--- src/core/pattern_word_pkg.sv ---
package pattern_word_pkg;
  // Bit positions within the pattern word
  localparam int unsigned LINE4_P1_BIT = 19;
  localparam int unsigned LINE5_P2_BIT = 20;
  localparam int unsigned LINE5_P1_BIT = 21;
  localparam int unsigned LOOP_BIT = 24;
  localparam int unsigned EXC_EN_BIT = 25;
  localparam int unsigned ADDR_SEL_FIRST_BIT = 26;
  localparam int unsigned ADDR_SEL_SECOND_BIT = 27;
  localparam int unsigned NEXT_INC_BIT = 28;
  localparam int unsigned ACK_VALUE_BIT = 29;
  localparam int unsigned TIMER_ON_BIT = 30;
  localparam int unsigned LAST_BIT = 31;

  localparam logic [5:0] EXC_START_ADDR = 6'h3c;

  // Address mux select codes
  localparam logic [1:0] ADDR_SRC_REQ = 2'h0;
  localparam logic [1:0] ADDR_SRC_MUXED = 2'h2;
  localparam logic [1:0] ADDR_SRC_HOLD_REG = 2'h3;

  // Port sizes and address steps
  localparam logic [1:0] PORT_32 = 2'h0;
  localparam logic [1:0] PORT_16 = 2'h1;
  localparam logic [3:0] STEP_32 = 4'h4;
  localparam logic [3:0] STEP_16 = 4'h2;
  localparam logic [3:0] STEP_8 = 4'h1;

  // Request kinds
  localparam logic [2:0] REQ_RD_SINGLE = 3'h0;
  localparam logic [2:0] REQ_RD_BURST = 3'h1;
  localparam logic [2:0] REQ_WR_SINGLE = 3'h2;
  localparam logic [2:0] REQ_WR_BURST = 3'h3;
  localparam logic [2:0] REQ_TIMER = 3'h4;

  // Multiplexed address shift base
  localparam int unsigned MUX_SHIFT_BASE = 8;

  // Bank disable timer
  localparam int unsigned CLK_PERIOD_NS = 50;
  localparam int unsigned DISABLE_TIME_NS = 200;
  localparam int unsigned DISABLE_CYCLES =
    (DISABLE_TIME_NS + CLK_PERIOD_NS - 1) / CLK_PERIOD_NS;

  // Sequencer states
  typedef enum logic [2:0] {
    ST_IDLE = 3'b001,
    ST_PH1 = 3'b010,
    ST_PH2 = 3'b100
  } seq_state_t;
endpackage : pattern_word_pkg

--- src/core/memory_pattern_word_decoder.sv ---
`timescale 1ns/100ps
// Overview of operation
// [RQ1] Bit 19 drives line four at phase-one end
// [RQ2] Disabled line four: bit 19 freezes on wait
// [RQ3] Bit 20 drives line five at phase-two end
// [RQ4] Bit 21 drives line five at phase-one end
// [RQ5] Bit 24 marks loop start, then end
// [RQ6] Loop body repeats loop-count times
// [RQ7] Bit 25 enables exception branch on error/reset
// [RQ8] Exception branch fetches from 0x3c onward
// [RQ9] Bits 26-27 select driven address source
// [RQ10] Bit 28 steps address by port size
// [RQ11] Bit 28 clear: address not stepped
// [RQ12] Address step only for burst requests
// [RQ13] Bit 29 drives transfer acknowledge at phase two
// [RQ14] Bit 30 starts bank disable timer
// [RQ15] Bit 31 ends service of the request
// [RQ16] Words run sequentially from start location
// [RQ17] Loop count loaded per request; last resets loop
module memory_pattern_word_decoder #(
  parameter int unsigned BANK_BITS = 3,
  parameter int unsigned LOOP_BITS = 4,
  parameter int unsigned DISABLE_CYCLES = pattern_word_pkg::DISABLE_CYCLES
) (
  // Clock and reset
  input wire logic mclk,
  input wire logic rst_n,
  // Service request, held until acknowledged
  input wire logic req_valid,
  input wire logic [2:0] req_kind,
  input wire logic [5:0] req_start,
  input wire logic [31:0] req_addr,
  input wire logic [BANK_BITS-1:0] req_bank,
  input wire logic [1:0] port_size,
  output logic req_ack_q,
  output logic busy_q,
  output logic service_done_q,
  // Machine mode settings
  input wire logic general_line_four_disable,
  input wire logic [LOOP_BITS-1:0] read_loop_count,
  input wire logic [LOOP_BITS-1:0] write_loop_count,
  input wire logic [LOOP_BITS-1:0] timer_loop_count,
  input wire logic [2:0] address_multiplex_scheme,
  input wire logic [31:0] memory_address_holding_reg,
  // Pattern store
  output logic [5:0] word_addr_q,
  input wire logic [12:0] word_upper,
  // External pins
  input wire logic wait_n,
  input wire logic transfer_error_ack_n,
  input wire logic reset_request,
  output logic internal_clock_phase_one_q,
  output logic internal_clock_phase_two_q,
  output logic general_line_four_q,
  output logic general_line_five_q,
  output logic [31:0] addr_q,
  output logic transfer_ack_n_q,
  output logic bank_disable_timer_on_q,
  output logic bank_blocked_q
);
  localparam int unsigned W0 = pattern_word_pkg::LINE4_P1_BIT;

  generate
    if (DISABLE_CYCLES < 1 || DISABLE_CYCLES > 65535 || LOOP_BITS < 1 || BANK_BITS < 1)
    begin : g_bad_param
      $error("memory_pattern_word_decoder: unsupported parameter value");
    end
  endgenerate

  function automatic logic [31:0] mux_address(input logic [31:0] a, input logic [2:0] s);
    mux_address = a >> (pattern_word_pkg::MUX_SHIFT_BASE + 32'(s));
  endfunction : mux_address

  function automatic logic wbit(input logic [12:0] w, input int unsigned pos);
    wbit = w[pos - W0];
  endfunction : wbit

  // Pin synchroniser: wait, error ack, reset request
  // A level counts only once stages two and three agree, so a pin caught
  // mid-change never reaches the sequencer as a one-cycle glitch
  logic [2:0] s1_q, s2_q, s3_q, pin_q, pin_d;
  always_comb begin
    pin_d = (s2_q & s3_q) | (pin_q & (s2_q | s3_q));
  end
  always_ff @(posedge mclk or negedge rst_n) begin
    if (!rst_n) begin
      s1_q <= 3'h3;
      s2_q <= 3'h3;
      s3_q <= 3'h3;
      pin_q <= 3'h3;
    end else begin
      s1_q <= {~reset_request, transfer_error_ack_n, wait_n};
      s2_q <= s1_q;
      s3_q <= s2_q;
      pin_q <= pin_d;
    end
  end
  logic wait_on, exc_seen;
  assign wait_on = ~pin_q[0];
  assign exc_seen = ~pin_q[1] | ~pin_q[2];

  // Sequencer state
  pattern_word_pkg::seq_state_t st_q, st_d;
  logic [12:0] word_q, word_d, cur_word;
  logic [5:0] waddr_d, loop_start_q, loop_start_d;
  logic [LOOP_BITS-1:0] loop_cnt_q, loop_cnt_d, loop_field_q, loop_field_d;
  logic in_loop_q, in_loop_d, burst_q, burst_d;
  logic [3:0] off_q, off_d, step_q, step_d;
  logic [31:0] base_q, base_d, addr_d;
  logic [BANK_BITS-1:0] bank_q, bank_d, tbank_q, tbank_d;
  logic [15:0] tcnt_q, tcnt_d;
  logic ack_d, busy_d, done_d, ph1_d, ph2_d, l4_d, l5_d, ta_n_d, ton_d, blk_d;
  logic freeze, accept;

  assign cur_word = (st_q == pattern_word_pkg::ST_PH1) ? word_upper : word_q;

  always_comb begin
    st_d = st_q;
    word_d = word_q;
    waddr_d = word_addr_q;
    loop_start_d = loop_start_q;
    loop_cnt_d = loop_cnt_q;
    loop_field_d = loop_field_q;
    in_loop_d = in_loop_q;
    burst_d = burst_q;
    off_d = off_q;
    step_d = step_q;
    base_d = base_q;
    addr_d = addr_q;
    bank_d = bank_q;
    tbank_d = tbank_q;
    tcnt_d = (tcnt_q != 16'h0) ? tcnt_q - 16'h1 : 16'h0;
    ack_d = 1'b0;
    done_d = 1'b0;
    ton_d = 1'b0;
    l4_d = general_line_four_q;
    l5_d = general_line_five_q;
    ta_n_d = transfer_ack_n_q;
    // New access to a bank whose disable timer runs is held off
    accept = req_valid && !req_ack_q && st_q == pattern_word_pkg::ST_IDLE &&
             !(tcnt_q != 16'h0 && tbank_q == req_bank); // RQ14
    freeze = general_line_four_disable && wbit(cur_word, pattern_word_pkg::LINE4_P1_BIT)
             && wait_on; // RQ2
    case (st_q)
      pattern_word_pkg::ST_IDLE: begin
        if (accept) begin
          ack_d = 1'b1;
          st_d = pattern_word_pkg::ST_PH1;
          waddr_d = req_start; // RQ16
          base_d = req_addr;
          bank_d = req_bank;
          off_d = 4'h0;
          in_loop_d = 1'b0;
          burst_d = req_kind == pattern_word_pkg::REQ_RD_BURST ||
                    req_kind == pattern_word_pkg::REQ_WR_BURST;
          case (port_size)
            pattern_word_pkg::PORT_32: step_d = pattern_word_pkg::STEP_32;
            pattern_word_pkg::PORT_16: step_d = pattern_word_pkg::STEP_16;
            default: step_d = pattern_word_pkg::STEP_8;
          endcase
          // Loop count comes from the field that matches the request type
          case (req_kind) // RQ17
            pattern_word_pkg::REQ_RD_SINGLE, pattern_word_pkg::REQ_RD_BURST:
              loop_field_d = read_loop_count;
            pattern_word_pkg::REQ_WR_SINGLE, pattern_word_pkg::REQ_WR_BURST:
              loop_field_d = write_loop_count;
            default: loop_field_d = timer_loop_count;
          endcase
          loop_cnt_d = loop_field_d; // RQ17
        end
      end
      pattern_word_pkg::ST_PH1: begin
        // Trailing edge of phase one
        word_d = word_upper;
        st_d = pattern_word_pkg::ST_PH2;
        if (!general_line_four_disable) begin
          l4_d = wbit(word_upper, pattern_word_pkg::LINE4_P1_BIT); // RQ1
        end
        l5_d = wbit(word_upper, pattern_word_pkg::LINE5_P1_BIT); // RQ4
        // Bit 26 is the leading digit of the select code, bit 27 the trailing one
        case ({word_upper[pattern_word_pkg::ADDR_SEL_FIRST_BIT-W0],
               word_upper[pattern_word_pkg::ADDR_SEL_SECOND_BIT-W0]})
          pattern_word_pkg::ADDR_SRC_REQ: addr_d = {base_q[31:4], base_q[3:0] + off_q}; // RQ9
          pattern_word_pkg::ADDR_SRC_MUXED:
            addr_d = mux_address({base_q[31:4], base_q[3:0] + off_q},
                                 address_multiplex_scheme); // RQ9
          pattern_word_pkg::ADDR_SRC_HOLD_REG: addr_d = memory_address_holding_reg; // RQ9
          default: addr_d = addr_q;
        endcase
        // Step lands on the driven address; ignored outside bursts
        if (wbit(word_upper, pattern_word_pkg::NEXT_INC_BIT) && burst_q) begin // RQ12
          addr_d[3:0] = addr_d[3:0] + step_q; // RQ10
          off_d = off_q + step_q; // RQ10
        end // RQ11
        // Acknowledge leaves with the rise of phase two
        ta_n_d = wbit(word_upper, pattern_word_pkg::ACK_VALUE_BIT); // RQ13
      end
      pattern_word_pkg::ST_PH2: begin
        if (!freeze) begin // RQ2
          st_d = pattern_word_pkg::ST_PH1;
          ta_n_d = 1'b1;
          l5_d = wbit(word_q, pattern_word_pkg::LINE5_P2_BIT); // RQ3
          waddr_d = word_addr_q + 6'h1; // RQ16
          // One timer only: a start for another bank replaces the running one
          if (wbit(word_q, pattern_word_pkg::TIMER_ON_BIT)) begin
            ton_d = 1'b1;
            tbank_d = bank_q;
            tcnt_d = 16'(DISABLE_CYCLES); // RQ14
          end
          if (wbit(word_q, pattern_word_pkg::LOOP_BIT)) begin
            if (!in_loop_q) begin
              in_loop_d = 1'b1; // RQ5
              loop_start_d = word_addr_q;
              loop_cnt_d = loop_field_q;
            end else if (word_addr_q != loop_start_q) begin
              // Back at the start word after a jump is not a second boundary;
              // a count of 0 or 1 runs the body once and never wraps
              if (loop_cnt_q > LOOP_BITS'(1)) begin
                loop_cnt_d = loop_cnt_q - LOOP_BITS'(1); // RQ6
                waddr_d = loop_start_q; // RQ6
              end else begin
                loop_cnt_d = '0;
                in_loop_d = 1'b0; // RQ5
              end
            end
          end
          // Exception outranks a loop jump; the final word outranks both
          if (wbit(word_q, pattern_word_pkg::EXC_EN_BIT) && exc_seen) begin // RQ7
            waddr_d = pattern_word_pkg::EXC_START_ADDR; // RQ8
            in_loop_d = 1'b0;
          end
          if (wbit(word_q, pattern_word_pkg::LAST_BIT)) begin // RQ15
            st_d = pattern_word_pkg::ST_IDLE;
            done_d = 1'b1;
            in_loop_d = 1'b0; // RQ17
          end
        end
      end
      default: st_d = pattern_word_pkg::ST_IDLE;
    endcase
    busy_d = st_d != pattern_word_pkg::ST_IDLE;
    ph1_d = st_d == pattern_word_pkg::ST_PH1;
    ph2_d = st_d == pattern_word_pkg::ST_PH2;
    blk_d = tcnt_d != 16'h0;
  end

  always_ff @(posedge mclk or negedge rst_n) begin
    if (!rst_n) begin
      st_q <= pattern_word_pkg::ST_IDLE;
      word_q <= 13'h0;
      word_addr_q <= 6'h0;
      loop_start_q <= 6'h0;
      loop_cnt_q <= '0;
      loop_field_q <= '0;
      in_loop_q <= 1'b0;
      burst_q <= 1'b0;
      off_q <= 4'h0;
      step_q <= 4'h0;
      base_q <= 32'h0;
      addr_q <= 32'h0;
      bank_q <= '0;
      tbank_q <= '0;
      tcnt_q <= 16'h0;
      req_ack_q <= 1'b0;
      busy_q <= 1'b0;
      service_done_q <= 1'b0;
      internal_clock_phase_one_q <= 1'b0;
      internal_clock_phase_two_q <= 1'b0;
      general_line_four_q <= 1'b1;
      general_line_five_q <= 1'b1;
      transfer_ack_n_q <= 1'b1;
      bank_disable_timer_on_q <= 1'b0;
      bank_blocked_q <= 1'b0;
    end else begin
      st_q <= st_d;
      word_q <= word_d;
      word_addr_q <= waddr_d;
      loop_start_q <= loop_start_d;
      loop_cnt_q <= loop_cnt_d;
      loop_field_q <= loop_field_d;
      in_loop_q <= in_loop_d;
      burst_q <= burst_d;
      off_q <= off_d;
      step_q <= step_d;
      base_q <= base_d;
      addr_q <= addr_d;
      bank_q <= bank_d;
      tbank_q <= tbank_d;
      tcnt_q <= tcnt_d;
      req_ack_q <= ack_d;
      busy_q <= busy_d;
      service_done_q <= done_d;
      internal_clock_phase_one_q <= ph1_d;
      internal_clock_phase_two_q <= ph2_d;
      general_line_four_q <= l4_d;
      general_line_five_q <= l5_d;
      transfer_ack_n_q <= ta_n_d;
      bank_disable_timer_on_q <= ton_d;
      bank_blocked_q <= blk_d;
    end
  end
endmodule : memory_pattern_word_decoder

--- config.mk ---
export PLATFORM = sky130hd
export DESIGN_NAME = memory_pattern_word_decoder
export DESIGN_NICKNAME = d
export VERILOG_FILES = /design/src/core/pattern_word_pkg.sv /design/src/core/memory_pattern_word_decoder.sv
export SDC_FILE = /design/constraint.sdc
export NUM_CORES = 1
export LEC_CHECK = 0
export BUFFER_PORTS_ARGS = -buffer_cell sky130_fd_sc_hd__buf_2
export CORE_MARGIN = 2
export CORE_UTILIZATION = 50
export CTS_CLUSTER_SIZE = 16
export DETAILED_ROUTE_END_ITERATION = 7
export PLACE_DENSITY = 0.77
export SKIP_CTS_REPAIR_TIMING = 1
export SYNTH_ARGS = -nofsm -noshare
export SYNTH_HDL_FRONTEND = slang
export SYNTH_SLANG_ARGS = --single-unit
--- constraint.sdc ---
create_clock -name mclk -period 3.2 [get_ports mclk]
set_clock_uncertainty 0.05 [all_clocks]
set_input_delay 0.32 -clock mclk [delete_from_list [all_inputs] [get_ports mclk]]
set_output_delay 0.32 -clock mclk [all_outputs]
set_load 0.005 [all_outputs]
# Yosys cells after proc, flatten, opt, wreduce, memory -nomap -nowiden
# Index checks and enable logic that the tools add are counted.
totals:
  ff_bits: 154
  output_inout_bits: 48
  word_cells: 157
op_classes:
  n_addsub: 7
  n_lt_le_gt_ge: 1
  eq_ne: 21
  shifts: 1
  muxes: 53
  bitwise_logic: 12
  n_reduce_logical: 31
ops:
  columns: ["cell", "count"]
  rows:
  - ["case mux 32 bit (3 select lines)", 1]
  - ["2-to-1 mux 16 bit", 4]
  - ["2-to-1 mux 6 bit", 7]
  - ["2-to-1 mux 4 bit", 9]
  - ["2-to-1 mux 32 bit", 1]
  - ["nonzero test 16 bit", 2]
  - [">> shifter 32 x 5 -> 32 bit", 1]
  - ["case mux 4 bit (2 select lines)", 3]
  - ["2-to-1 mux 1 bit", 19]
  - ["subtractor 16 x 1 -> 16 bit (second input constant)", 1]
  - ["adder 4 bit", 3]
  - ["equality test 3 x 2 -> 1 bit (second input constant)", 4]
  - ["case mux 6 bit (2 select lines)", 1]
  - ["case mux 3 bit (3 select lines)", 1]
  - ["AND reduction 3 bit", 3]
  - ["logical AND 1 bit", 8]
  - ["AND reduction 2 bit", 4]
  - ["AND reduction 4 bit", 2]
  - ["inverter 1 bit", 7]
  - ["adder 6 x 1 -> 6 bit (second input constant)", 1]
  - ["AND 3 bit", 2]
  - ["equality test 3 x 1 -> 1 bit (second input constant)", 2]
  - ["equality test 3 bit (second input constant)", 2]
  - ["2-to-1 mux 3 bit", 2]
  - ["25 further kinds", 36]

# Longest topological paths before layout
logic_depth:
  ltp_word: 9
  ltp_mapped: 11
  mapped_depth_nobuf: 11

# Worst setup path before layout
# OpenSTA, ideal clock, no wires.
synth_timing:
  path_kind: "input to register"
  start: "in address_multiplex_scheme[0]"
  end: "reg addr_q[3]"
  setup_ps: 126
  t_arrival_ps: 2547
  required_time_ps: 3024
  path_slack_ps: 478
  stages: 10
  path_buffers: 1
  cell_sequence: "buf_6 -> mux4_1 -> mux2_2 -> o221a_2 -> ha_1 -> nand3_1 -> o2bb2ai_1 -> nand2_1 -> a2111o_1 -> o311a_1"
synth_via:
  elab_chain_len: 6
synth_rtl:
  columns: ["element", "line_no", "rtl"]
  rows:
  - ["start, declared", "memory_pattern_word_decoder.sv:43", "input wire logic [2:0] address_multiplex_scheme,"]
  - ["adder 4 x 3 -> 5 bit (*)", "memory_pattern_word_decoder.sv:71", "mux_address = a >> (pattern_word_pkg::MUX_SHIFT_BASE + 32'(s));"]
  - [">> shifter 32 x 5 -> 32 bit (*)", "memory_pattern_word_decoder.sv:71", null]
  - ["case mux 32 bit (3 select lines) (*)", "memory_pattern_word_decoder.sv:181", "case ({word_upper[pattern_word_pkg::ADDR_SEL_FIRST_BIT-W0],"]
  - ["2-to-1 mux 32 bit (*)", "memory_pattern_word_decoder.sv:144", "case (st_q)"]
  - ["adder 4 bit", "memory_pattern_word_decoder.sv:192", "addr_d[3:0] = addr_d[3:0] + step_q;"]
  - ["2-to-1 mux 4 bit (*)", "memory_pattern_word_decoder.sv:191", "if (wbit(word_upper, pattern_word_pkg::NEXT_INC_BIT) && burst_q) begin"]
  - ["end signal, assigned", "memory_pattern_word_decoder.sv:286", "addr_q <= addr_d;"]
  - ["end, declared", "memory_pattern_word_decoder.sv:56", "output logic [31:0] addr_q,"]
# Every way passes the cells marked *; elsewhere a longest branch is shown, timed or not. The select of a mux whose other input is x is not followed.
# A chain may end at the register's enable or synchronous reset.

# Worst setup path after layout
layout_timing:
  start: "reg off_q[0]"
  end: "reg addr_q[3]"
layout_via:
  elab_chain_len: 6
layout_rtl:
  columns: ["element", "line_no", "rtl"]
  rows:
  - ["start, declared", "memory_pattern_word_decoder.sv:108", "logic [3:0] off_q, off_d, step_q, step_d;"]
  - ["start signal, assigned", "memory_pattern_word_decoder.sv:257", "off_q <= 4'h0;"]
  - ["start signal, assigned", "memory_pattern_word_decoder.sv:283", "off_q <= off_d;"]
  - ["adder 4 bit (*)", "memory_pattern_word_decoder.sv:183, memory_pattern_word_decoder.sv:185", null]
  - [">> shifter 32 x 5 -> 32 bit", "memory_pattern_word_decoder.sv:71", null]
  - ["case mux 32 bit (3 select lines) (*)", "memory_pattern_word_decoder.sv:181", null]
  - ["2-to-1 mux 32 bit (*)", "memory_pattern_word_decoder.sv:144", null]
  - ["adder 4 bit", "memory_pattern_word_decoder.sv:192", null]
  - ["2-to-1 mux 4 bit (*)", "memory_pattern_word_decoder.sv:191", null]
# Marks and branches as above.

==> reports/metrics.cfg <==
[run_status]
status=completed

[timing]
worstMarginPinSlew_ns=0.755
timing.fmax_ghz=0.347
timing.slew.headroom_pct=49.2
setup_tns_ns=0
whs_ns=0.0269
rsz0062_at_grt=false
period_needed_ns=2.88
finalHoldViolCount=0
slew_viol_final=0
fin_crit_sh_pct=90.0
setup_viol=0

[clocking]
cts_sinks=146
path_clk_slew_ns=0.07
clk_latency_ns=0.42
cts_buffers=17
cts_tree=yes
htreeDepth=4
root_buffer=clkbuf_16
clk_path_buf_depth=2

[grt]
grt_max_degree=84
antenna_found_initial=0
grt_pass1_vias=6859
overflow=0
track_usage_pct=25.4
grt_pass1_wl_um=35600

[routing]
viasPerCell=5.73
first_pass_iters=5
wl_per_cell_um=17.5
met2WireLength_um=10100
drt-initial-drc-count=556
wl_met3_um=1580
via_count=7168
wl_met1_um=9710
drc=0
routed_wl_um=21900
drtAntennaViolNets=0
top_layer_used=met4

[floorplanning]
die_w_um=133
start_util_pct=50.7
rows=47
fp.dieArea_mm2=0.0177
coreArea_mm2=0.0164
die_y_um=133
num_io_pins=161

[pwr]
p_comb_share_pct=35.8
seq_power_share_pct=41.3
peakVddDrop_mv=0.456
powerDensity_mw_per_mm2=862
intPower_w=0.00520
power.switching_w=0.00332
switching_share_pct=39.0
power_frac_clock_pct=22.9
p_leak_nw=4.60

[synthesis]
netlist_instances=875
ys_warn_count=0
postSynth.asyncResetShare_pct=100
seq_area_frac_synth_pct=44.1
ys_ff_latch=146
synth-edff-count=0
synth_area_mm2=0.00832
avgSynthCellArea_um2=9.51
synth_nets=1005
synth_cell_types=80
synth_flop_cell=dfrtp_1

[cells_and_area]
area_growth_pct=18.7
final-seq-area_mm2=0.00367
multiInputGateArea_mm2=0.00434
fillers=1389
final_cell_mix=nand2_1 (187), buf_2 (157), dfrtp_1 (134)
fin_nets=1149
n_antenna_cell=0
utilization_pct=60.2
mostFrequentLayoutCell=nand2_1
drive_gt1_share_pct=26.3
finalNonFillerCells=1252

[critical_path]
path_cells=ha_1, fa_1, a221oi_1, o21ai_0, ha_1, a21oi_1, o2bb2ai_1, nand2_1, a2111o_1, o311a_1
slowest_stage=fa_1
cp.required_ns=3.45
arrival_ns=3.13
cpPeakStageDelay_ns=0.44
critPathKind=reg2reg
critPathTopFamily=compound AO/OA/AOI/OAI gates
critPathMaxFanout=3
crit_path_end_kind=register
crit_buf_inv=0
crit_path_frequent_cell=ha_1
start_kind=register

[place]
io_buffer_count=158
hpwl_um=16000
gp_congestion=0.918
place_inst=1216

[worst_hold_path]
hold_class=in2reg

[job]
maxCapViolations=0

synthesized netlist by cell type, drive strengths merged, types with 4 or more instances:
cell    count  area (um2)
nand2     188         708
nor2       71         279
nand4       4        25.0
and2        8        50.1
xnor2      22         193
mux2i      34         340
dfstp      12         315
a221oi      4        35.0
nor3b       5        42.5
o31ai       7        52.6
ha         14         175
o21ai      41         216
or3         4        30.0
clkbuf     24        91.3
mux4       14         330
nand3b     11        82.6
buf        28         164
nor4        5        67.6
a31oi       5        31.3
nand2b      6        37.5
nand3      20         105
inv        16        60.1
nor3       18         101
a21o        5        37.5
a211oi      6        45.0
a21oi      62         310
a222oi      4        40.0
xor2       10        87.6
mux2       24         285
o211ai      4        30.0
a22oi      13        97.6
dfrtp     134        3350
layer usage:
| metal | track usage, % | vias up |
|---|---|---|
| met5 | 0 | - |
| met4 | 8.96 | 0 |
| met3 | 4.56 | 46 |
| met2 | 39.7 | 297 |
| met1 | 35.7 | 3441 |
| li1 | - | 3384 |
stage by stage:
step,cell area [um2],total power (W),setup WS (ns)
2_1_floorplan,8320,0.00548,0.478
3_3_place_gp,9260,0.00640,0.300
3_5_place_dp,9260,0.00653,0.250
4_1_cts,9840,0.00851,0.303
5_1_grt,9880,0.00909,0.159
6_report,9880,0.00852,0.319
worst register-to-register path: stages, from the launching register on:
cell and delay [ns]:
dfrtp_1 0.40, ha_1 0.23, fa_1 0.44, a221oi_1 0.25, o21ai_0 0.23, ha_1 0.34
a21oi_1 0.06, o2bb2ai_1 0.21, nand2_1 0.07, a2111o_1 0.34, o311a_1 0.13
final timing paths:
path	startpoint	to	slack [ns]	depth (start not counted)
setup reg to reg	off_q[0]$_DFFE_PN0P_	addr_q[3]$_DFFE_PN0P_	0.32	10
min in group asynchronous	rst_n	tcnt_q[5]$_DFF_PN0_	0.48	2
max in group asynchronous	rst_n	transfer_ack_n_q$_DFFE_PN1P_	1.78	3
setup / recovery	off_q[0]$_DFFE_PN0P_	addr_q[3]$_DFFE_PN0P_	0.32	10
hold reg to reg	s1_q[2]$_DFF_PN0_	s2_q[2]$_DFF_PN0_	0.30	0
hold / removal	req_addr[21]	base_q[21]$_DFFE_PN0P_	0.03	3
flip-flops by register name (all words and copies together) (netlist names), 4 cells and up:
register	cells
addr_q	32
base_q	32
loop_cnt_q	4
loop_field_q	4
loop_start_q	6
off_q	4
tcnt_q	16
word_addr_q	6
word_q	6
power by group through the flow:
stage | clock, W | combinational (W) | sequential [W]
after floorplan | 0 | 0.00223 | 0.00325
after global placement | 0 | 0.00292 | 0.00348
after detailed placement | 0 | 0.00302 | 0.00351
after CTS | 0.00197 | 0.00305 | 0.00349
after global routing | 0.00205 | 0.00341 | 0.00362
final | 0.00195 | 0.00305 | 0.00352
cells by family after synthesis:
kind of cell               Yosys count  share of synthesized area [%]
and+or+nand+nor                    357                           20.1
AOI/OAI and AO/OA                  179                           14.0
DFF                                146                           44.1
muxes                               72                           11.5
buffers and inverters               69                           3.85
xor gates and xnor gates            32                           3.37
adders and majority gates           20                           3.19
final cells by class:
type                       instances  area share [%]
multi-input combinational        660            43.9
sequential                       146            37.1
timing repair buffer             177            9.61
clock buffer                      19            4.59
tap                              220            2.79
clock inverter                    13            1.27
inverter                          17           0.659
Power figures use the tool's default switching activity.
